[src/mc_consts.svh]
// macrocell and i/o cell constants: config field layouts, register offsets, reset values
// assumes inclusion by bare name from any design file; definitions only
`ifndef MC_CONSTS_SVH
`define MC_CONSTS_SVH

`define MC_OFS_OUT_CFG 12'h000
`define MC_OFS_BUR_CFG 12'h004
`define MC_OFS_IO_CFG 12'h008
`define MC_OFS_STATUS 12'h00c
`define MC_OFS_CLK_CFG 12'h010

// output/buried cell config word: [1:0] mode, [2] t type, [3] set en, [4] clr en
`define MC_MODE_LSB 0
`define MC_MODE_MSB 1
`define MC_TTYPE_BIT 2
`define MC_SETEN_BIT 3
`define MC_CLREN_BIT 4
// io config word: [1:0] oe select, [2] invert, [3] pairing, [4] node own function, [5] series two
`define MC_OESEL_LSB 0
`define MC_OESEL_MSB 1
`define MC_INV_BIT 2
`define MC_PIN_NODE_PAIRING_BIT 3
`define MC_NODEFN_BIT 4
`define MC_SERIES2_BIT 5
// clock config: [1:0] clock select, [2] explicit select, [3] four-clock variant
`define MC_CKSEL_LSB 0
`define MC_CKSEL_MSB 1
`define MC_CKEXPL_BIT 2
`define MC_FOURCK_BIT 3

`define MC_CFG_RESET 32'h0000_0000
`define MC_IO_RESET 32'h0000_0020
`define MC_DEF_CLK_TWO 2'h1
`define MC_DEF_CLK_FOUR 2'h3

`endif

[src/mc_pkg.sv]
// types shared by the macrocell files
// assumes mc_consts.svh is available alongside
package mc_pkg;
    typedef enum logic [1:0] {
        MODE_COMB = 2'h0,
        MODE_LATCH = 2'h1,
        MODE_REG = 2'h2
    } cell_mode_t;

    typedef enum logic [1:0] {
        OE_OFF = 2'h0,
        OE_ON = 2'h1,
        OE_TERM = 2'h2
    } oe_sel_t;

    typedef struct packed {
        logic clr_en;
        logic set_en;
        logic t_type;
        cell_mode_t mode;
    } cell_cfg_t;

    typedef struct packed {
        logic series_two;
        logic node_fn;
        logic pairing;
        logic invert;
        oe_sel_t oe_sel;
    } io_cfg_t;

    typedef struct packed {
        logic four_clk;
        logic explicit_sel;
        logic [1:0] clk_sel;
    } clk_cfg_t;
endpackage

[src/mc_cell_top.sv]
// macrocell with i/o cell, buried node and apb configuration registers
// assumes pins and clock inputs are synchronous to clock; board resolves pin from oe
`timescale 1ns/1ps
`default_nettype none
`include "mc_consts.svh"
module mc_cell_top (
    // clock and reset
    input wire logic clock,
    input wire logic rst_b,
    // apb slave
    input wire logic psel,
    input wire logic penable,
    input wire logic pwrite,
    input wire logic [11:0] paddr,
    input wire logic [31:0] pwdata,
    input wire logic [3:0] pstrb,
    output logic [31:0] prdata,
    output logic pready,
    output logic pslverr,
    // array terms
    input wire logic sum_term,
    input wire logic node_term,
    input wire logic oe_term,
    input wire logic latch_en_n,
    input wire logic async_preset_term,
    input wire logic async_clear_term,
    // dedicated clocks
    input wire logic clock_input_zero,
    input wire logic clock_input_one,
    input wire logic clock_input_two,
    input wire logic clock_input_three,
    // pin
    input wire logic pin_in,
    output logic pin_out,
    output logic pin_oe,
    // feedback into array
    output logic io_feedback,
    output logic node_feedback
);
    logic rst_sync1_q;
    logic rst_sync2_q;
    logic rst_n;

    always_ff @(posedge clock or negedge rst_b) begin
        if (!rst_b) begin
            rst_sync1_q <= 1'b0;
            rst_sync2_q <= 1'b0;
        end else begin
            rst_sync1_q <= 1'b1;
            rst_sync2_q <= rst_sync1_q;
        end
    end
    assign rst_n = rst_sync2_q;

    // configuration registers
    logic [31:0] out_cfg_q, out_cfg_d;
    logic [31:0] bur_cfg_q, bur_cfg_d;
    logic [31:0] io_cfg_q, io_cfg_d;
    logic [31:0] clk_cfg_q, clk_cfg_d;
    logic [31:0] rdata_q, rdata_d;
    logic err_q, err_d;
    logic wr_go;
    logic rd_go;
    logic hit;

    mc_pkg::cell_cfg_t out_cfg;
    mc_pkg::cell_cfg_t bur_cfg;
    mc_pkg::io_cfg_t io_cfg;
    mc_pkg::clk_cfg_t clk_cfg;
    logic out_result;
    logic bur_result;
    logic tick;
    logic series_two;
    logic [31:0] status;

    function automatic logic [31:0] merge(input logic [31:0] old, input logic [31:0] wd,
                                          input logic [3:0] strb);
        logic [31:0] v;
        v = old;
        for (int i = 0; i < 4; i++) begin
            if (strb[i]) begin
                v[i*8 +: 8] = wd[i*8 +: 8];
            end
        end
        return v;
    endfunction

    always_comb begin
        hit = (paddr == `MC_OFS_OUT_CFG) || (paddr == `MC_OFS_BUR_CFG) ||
              (paddr == `MC_OFS_IO_CFG) || (paddr == `MC_OFS_STATUS) ||
              (paddr == `MC_OFS_CLK_CFG);
        wr_go = psel && penable && pwrite;
        rd_go = psel && !penable && !pwrite;
        out_cfg_d = out_cfg_q;
        bur_cfg_d = bur_cfg_q;
        io_cfg_d = io_cfg_q;
        clk_cfg_d = clk_cfg_q;
        rdata_d = rdata_q;
        err_d = err_q;
        if (psel && !penable) begin
            err_d = !hit;
        end
        if (wr_go) begin
            case (paddr)
                `MC_OFS_OUT_CFG: out_cfg_d = merge(out_cfg_q, pwdata, pstrb);
                `MC_OFS_BUR_CFG: bur_cfg_d = merge(bur_cfg_q, pwdata, pstrb);
                `MC_OFS_IO_CFG: io_cfg_d = merge(io_cfg_q, pwdata, pstrb);
                `MC_OFS_CLK_CFG: clk_cfg_d = merge(clk_cfg_q, pwdata, pstrb);
                default: out_cfg_d = out_cfg_q;
            endcase
        end
        if (rd_go) begin
            case (paddr)
                `MC_OFS_OUT_CFG: rdata_d = out_cfg_q;
                `MC_OFS_BUR_CFG: rdata_d = bur_cfg_q;
                `MC_OFS_IO_CFG: rdata_d = io_cfg_q;
                `MC_OFS_STATUS: rdata_d = status;
                `MC_OFS_CLK_CFG: rdata_d = clk_cfg_q;
                default: rdata_d = 32'h0000_0000;
            endcase
        end
    end

    // reads load in setup, writes commit at the access edge so an aborted setup writes nothing
    always_ff @(posedge clock or negedge rst_n) begin
        if (!rst_n) begin
            out_cfg_q <= `MC_CFG_RESET;
            bur_cfg_q <= `MC_CFG_RESET;
            io_cfg_q <= `MC_IO_RESET;
            clk_cfg_q <= `MC_CFG_RESET;
            rdata_q <= 32'h0000_0000;
            err_q <= 1'b0;
        end else begin
            out_cfg_q <= out_cfg_d;
            bur_cfg_q <= bur_cfg_d;
            io_cfg_q <= io_cfg_d;
            clk_cfg_q <= clk_cfg_d;
            rdata_q <= rdata_d;
            err_q <= err_d;
        end
    end

    assign pready = 1'b1;
    assign pslverr = psel && penable && err_q;
    assign prdata = rdata_q;

    assign io_cfg = mc_pkg::io_cfg_t'(io_cfg_q[`MC_SERIES2_BIT:`MC_OESEL_LSB]);
    assign clk_cfg = mc_pkg::clk_cfg_t'(clk_cfg_q[`MC_FOURCK_BIT:`MC_CKSEL_LSB]);
    assign series_two = io_cfg.series_two;

    // buried node capturing a paired input never takes t form
    always_comb begin
        out_cfg = mc_pkg::cell_cfg_t'(out_cfg_q[`MC_CLREN_BIT:`MC_MODE_LSB]);
        bur_cfg = mc_pkg::cell_cfg_t'(bur_cfg_q[`MC_CLREN_BIT:`MC_MODE_LSB]);
        if (io_cfg.pairing) begin
            bur_cfg.t_type = 1'b0;
        end
    end

    mc_clock_pick u_clock_pick (
        .clock(clock),
        .rst_n(rst_n),
        .cfg(clk_cfg),
        .clock_inputs({clock_input_three, clock_input_two, clock_input_one, clock_input_zero}),
        .tick(tick)
    );

    // one global preset/clear pin_node_pairing shared by both cells
    mc_storage u_out_cell (
        .clock(clock),
        .rst_n(rst_n),
        .cfg(out_cfg),
        .latch_ok(series_two),
        .tick(tick),
        .latch_en_n(latch_en_n),
        .sum(sum_term),
        .set_line(async_preset_term),
        .clr_line(async_clear_term),
        .result(out_result)
    );

    // paired node samples the pin, otherwise its own array term
    mc_storage u_bur_cell (
        .clock(clock),
        .rst_n(rst_n),
        .cfg(bur_cfg),
        .latch_ok(series_two),
        .tick(tick),
        .latch_en_n(latch_en_n),
        .sum(io_cfg.pairing ? pin_in : node_term),
        .set_line(async_preset_term),
        .clr_line(async_clear_term),
        .result(bur_result)
    );

    always_comb begin
        // programmable polarity toward the pin
        pin_out = out_result ^ io_cfg.invert;
        // three-state choice
        case (io_cfg.oe_sel)
            mc_pkg::OE_ON: pin_oe = 1'b1;
            mc_pkg::OE_TERM: pin_oe = oe_term;
            mc_pkg::OE_OFF: pin_oe = 1'b0;
            default: pin_oe = 1'b0;
        endcase
        // comb output feeds back the pin paired or node in use: pin
        if (out_cfg.mode == mc_pkg::MODE_COMB || io_cfg.pairing || io_cfg.node_fn) begin
            io_feedback = pin_in;
        end else begin
            io_feedback = out_result;
        end
        // buried feedback only on second series
        node_feedback = series_two ? bur_result : 1'b0;
    end

    assign status = {26'h000_0000, tick, pin_in, pin_oe, bur_result, out_result, series_two};
endmodule
`default_nettype wire

[src/mc_storage.sv]
// one macrocell storage element: combinational, latch, d or t register
// assumes the tick is a one-cycle pulse on the selected clock input
`timescale 1ns/1ps
`default_nettype none
`include "mc_consts.svh"
module mc_storage (
    // clock and reset
    input wire logic clock,
    input wire logic rst_n,
    // configuration
    input wire mc_pkg::cell_cfg_t cfg,
    input wire logic latch_ok,
    // data
    input wire logic tick,
    input wire logic latch_en_n,
    input wire logic sum,
    input wire logic set_line,
    input wire logic clr_line,
    output logic result
);
    logic state_q;
    logic state_d;

    always_comb begin
        state_d = state_q;
        case (cfg.mode)
            mc_pkg::MODE_REG: begin
                if (tick) begin
                    // t toggles on one, holds on zero; no type chosen means d
                    state_d = cfg.t_type ? (state_q ^ sum) : sum;
                end
            end
            mc_pkg::MODE_LATCH: begin
                // open while enable low first series emulates in combinational form
                if (!latch_en_n || !latch_ok) begin
                    state_d = sum;
                end
            end
            mc_pkg::MODE_COMB: state_d = sum;
            default: state_d = sum;
        endcase
        // reset priority over set, both act regardless of tick
        if (cfg.clr_en && clr_line) begin
            state_d = 1'b0;
        end else if (cfg.set_en && set_line) begin
            state_d = 1'b1;
        end
    end

    always_ff @(posedge clock or negedge rst_n) begin
        if (!rst_n) begin
            state_q <= 1'b0;
        end else begin
            state_q <= state_d;
        end
    end

    // comb and transparent latch pass straight through; asserted set/clr show at once
    always_comb begin
        if (cfg.clr_en && clr_line) begin
            result = 1'b0;
        end else if (cfg.set_en && set_line) begin
            result = 1'b1;
        end else if (cfg.mode == mc_pkg::MODE_COMB) begin
            result = sum;
        end else if (cfg.mode == mc_pkg::MODE_LATCH && (!latch_en_n || !latch_ok)) begin
            result = sum;
        end else begin
            result = state_q;
        end
    end
endmodule
`default_nettype wire

[src/mc_clock_pick.sv]
// selects one of four clock inputs and emits a tick on its rising edge
// assumes clock inputs are synchronous samples at the system clock
`timescale 1ns/1ps
`default_nettype none
`include "mc_consts.svh"
module mc_clock_pick (
    // clock and reset
    input wire logic clock,
    input wire logic rst_n,
    // selection
    input wire mc_pkg::clk_cfg_t cfg,
    input wire logic [3:0] clock_inputs,
    // result
    output logic tick
);
    logic [1:0] pick;
    logic prev_q;
    logic prev_d;
    logic level;

    always_comb begin
        // no explicit choice uses the variant default clock
        if (cfg.explicit_sel) begin
            pick = cfg.four_clk ? cfg.clk_sel : {1'b0, cfg.clk_sel[0]};
        end else begin
            pick = cfg.four_clk ? `MC_DEF_CLK_FOUR : `MC_DEF_CLK_TWO;
        end
        level = clock_inputs[pick];
        prev_d = level;
    end

    always_ff @(posedge clock or negedge rst_n) begin
        if (!rst_n) begin
            prev_q <= 1'b0;
        end else begin
            prev_q <= prev_d;
        end
    end

    assign tick = level & ~prev_q;
endmodule
`default_nettype wire

[config.mk]
export PLATFORM = sky130hd
export DESIGN_NAME = mc_cell_top
export DESIGN_NICKNAME = d
export VERILOG_FILES = /design/src/mc_pkg.sv /design/src/mc_cell_top.sv /design/src/mc_storage.sv /design/src/mc_clock_pick.sv
export VERILOG_INCLUDE_DIRS = /design/src /design/src/src
export SDC_FILE = /design/constraint.sdc
export NUM_CORES = 1
export LEC_CHECK = 0
export BUFFER_PORTS_ARGS = -buffer_cell sky130_fd_sc_hd__buf_2
export CORE_MARGIN = 3
export CORE_UTILIZATION = 40
export CTS_CLUSTER_DIAMETER = 100
export DETAILED_ROUTE_END_ITERATION = 16
export PLACE_DENSITY_LB_ADDON = 0.3
export SLEW_MARGIN = 20
export SYNTH_ARGS = -nofsm -noshare
export SYNTH_HDL_FRONTEND = slang
export SYNTH_SLANG_ARGS = --single-unit
[constraint.sdc]
create_clock -name clock -period 8.5 [get_ports clock]
set_input_delay 1.275 -clock clock [delete_from_list [all_inputs] [get_ports clock]]
set_output_delay 1.275 -clock clock [all_outputs]
set_load 0.01 [all_outputs]
==> metrics <==
status=completed; Mapped Cells=approximately 600; Avg Cell Area, Syn=12.6 sq um; share of cells above drive strength 1=0.408; final design utilization=0.486; final hold vios=0; Tcrit/Tclk final=0.430; Placeable Area=between 15000 and 20000 sq um; TNS Setup=0 ps; RSZ-0062 raised after global routing=false; initial antenna violation count=2; most common cell after layout, fill and taps aside=dfrtp_1; root buf cell=clkbuf_16; WP data required=7220 ps; drt pass-1 iters=6; worst-path fanout max=4; die height=~140 um; CTS sink cnt=about 170; achievable clock frequency=approximately 270 MHz; Avg WL per Cell=21.6 um; post-route ant nets=0; Reg clk slew, reported paths=about 60 ps; floorplan row count=49; CTS Hold Bufs=0; Ports=about 100; RR Endpoint=u_bur_cell.state_q; CTS tree=yes; top cell type's share of synthesized area=0.549; Setup crit start=latch_en_n; TritonCTS buffer count=17; Synth warnings=0; HP Class=register to register; Post-Synth Adder-Cell Area=0.00332; Leakage=about 4.2 nW; Post-Synth XOR/XNOR Area=0.00349; Setup-failing EPs final=0; relative slew slack=0.294; largest cells by area after synthesis=dfrtp_1, mux2_2, a22oi_1, o22a_1, nand2_1; 1st-iter DRT viols=396; complex-gate fraction of the synthesized area=0.130; Cell Area, Synth=between 7000 and 8000 sq um; Post-synth ARST share=1.00; measured slew at the worst slew-check pin=~1100 ps; Finished Layout Cells=~930; Clock Latency Late Sink=~430 ps; die area=approximately 20000 sq um; area leader, netlist=dfrtp_1; worst reg2reg startpoint=clk_cfg_q[0]; count of state elements after synthesis=about 170; CP endpoint kind=output pin; pwr dens=~190 nW/um^2; via count of the first global-routing pass=5782; Clock Skews=between 8 and 9 ps; CTS resizes=0; Worst Reg-to-Reg Cells=5; Post-synth EDFFs=0; DRC viols=0; Total GRT Usage=0.203; min cycle time layout=between 3000 and 4000 ps; Placed Cells=between 800 and 900; largest net degree at the start of global routing=89; CP Class=primary input to output pin; maximum clock path buffer count=2; Slew Viols, Final=0; Worst EP arrival=about 2400 ps; post-synthesis cell type count=53; Vias=5464; mean number of vias per cell=~5.9; FF-to-FF setup slack=~6500 ps; setup repair bufs after CTS=0; largest family of logic cells by synthesized area=multiplexers; Seq/Total Area, Yosys=0.552; Worst Setup EP=node_feedback; global-route wire length before repair=approximately 32000 um; commonest cells after routing, fill and taps aside=dfrtp_1, mux2_2, buf_2; Synth Flop Type=dfrtp_1; Worst Setup Start Kind=primary input; max_cap viols=0; gpl congestion=~0.85; Nets=roughly 750; H-Tree Depth=4; drt total wl=roughly 20000 um; Port Buffers=100; Die Wd=~140 um; diode count=0; area share of and/or/nand/nor cells after synthesis=0.0786; HPWL after DPL=around 13000 um; Congestion Overflow GR=0; mux cell area share after synthesis=0.210; Initial Util=0.413; Area Growth Syn to Fin=17.6%; VDD IR max=about 0.14 mV
cell usage after synthesis, types with 2 or more instances:
cell and count:
and3_1 9, mux2_2 131, a21boi_0 2, inv_1 2, clkbuf_1 24, nand2b_1 4, mux2_1 2, nand4b_1 3
a221oi_1 4, nor2b_1 9, dfrtp_1 165, buf_1 3, a31oi_1 4, nor2_1 13, o21ai_1 6, nand2_1 36
nor3_1 3, o22ai_1 2, mux2i_1 6, buf_2 9, a22oi_1 54, xnor2_1 2, o22a_1 26, a21oi_1 8
nor3b_4 2, ha_1 2, nand3_1 14, or2_2 4, and2_1 2, o21ai_0 24
routing by layer:
metal	share of wire	vias up	GRT usage
met5	0.0013	-	0
met4	0.015	4	0.0620
met3	0.058	35	0.0519
met2	0.48	178	0.327
met1	0.45	2847	0.270
li1	-	2400	-
how the worst min path moves through the flow:
stage                 from    end  slack, ps  cells past startpoint
5_1_grt        rst_sync1_q  rst_n        370                      0
3_5_place_dp   rst_sync1_q  rst_n        340                      0
4_1_cts        rst_sync1_q  rst_n        360                      0
3_3_place_gp   rst_sync1_q  rst_n        340                      0
2_1_floorplan  rst_sync1_q  rst_n        330                      0
6_report       rst_sync1_q  rst_n        350                      0
metrics by stage:
stage,instance area [sq um],hold slack (ps),setup slack [ps],total power [W]
2_1_floorplan,7530,331,3530,0.000848
3_3_place_gp,8230,341,4230,0.000888
3_5_place_dp,8230,344,4210,0.000890
4_1_cts,8830,359,4630,0.00167
5_1_grt,8850,374,4740,0.00172
6_report,8850,355,4850,0.00166
cells by family after synthesis:
family                   after synthesis
AO/OA/AOI/OAI                        138
XOR/XNOR                               3
adder cells (fa/ha/maj)                2
buffers and inverters                 40
flip-flops                           166
multiplexers                         140
other                                  1
AND/OR/NAND/NOR                      108
registers in the layout, indices dropped and copies added, names as in the netlist:
signal,count
u_out_cell.state_q,1
bur_cfg_q,32
u_clock_pick.prev_q,1
u_bur_cell.state_q,1
prdata,32
err_q,1
rst_n,1
out_cfg_q,32
clk_cfg_q,32
rst_sync1_q,1
io_cfg_q,32
area by class of cell:
| class | instances | area (sq um) |
|---|---|---|
| fill | 1591 | 9360 |
| inverter | 3 | 11.3 |
| clock inverter | 10 | 128 |
| multi-input combinational | 393 | 3250 |
| tap | 229 | 287 |
| clock buffer | 22 | 474 |
| timing repair buffer | 105 | 546 |
| sequential | 166 | 4160 |
power by group:
group,internal [W],switching (W)
sequential,0.000795,0.00000333
clock,0.000482,0.000301
combinational,0.0000230,0.0000545
total,0.00130,0.000359
worst max-delay path, stage by stage:
cell	delay (ps)
buf_2	130
a31oi_1	220
mux2i_1	260
a21boi_0	170
and2_1	200
buf_2	130
Power figures use the tool's default switching activity.
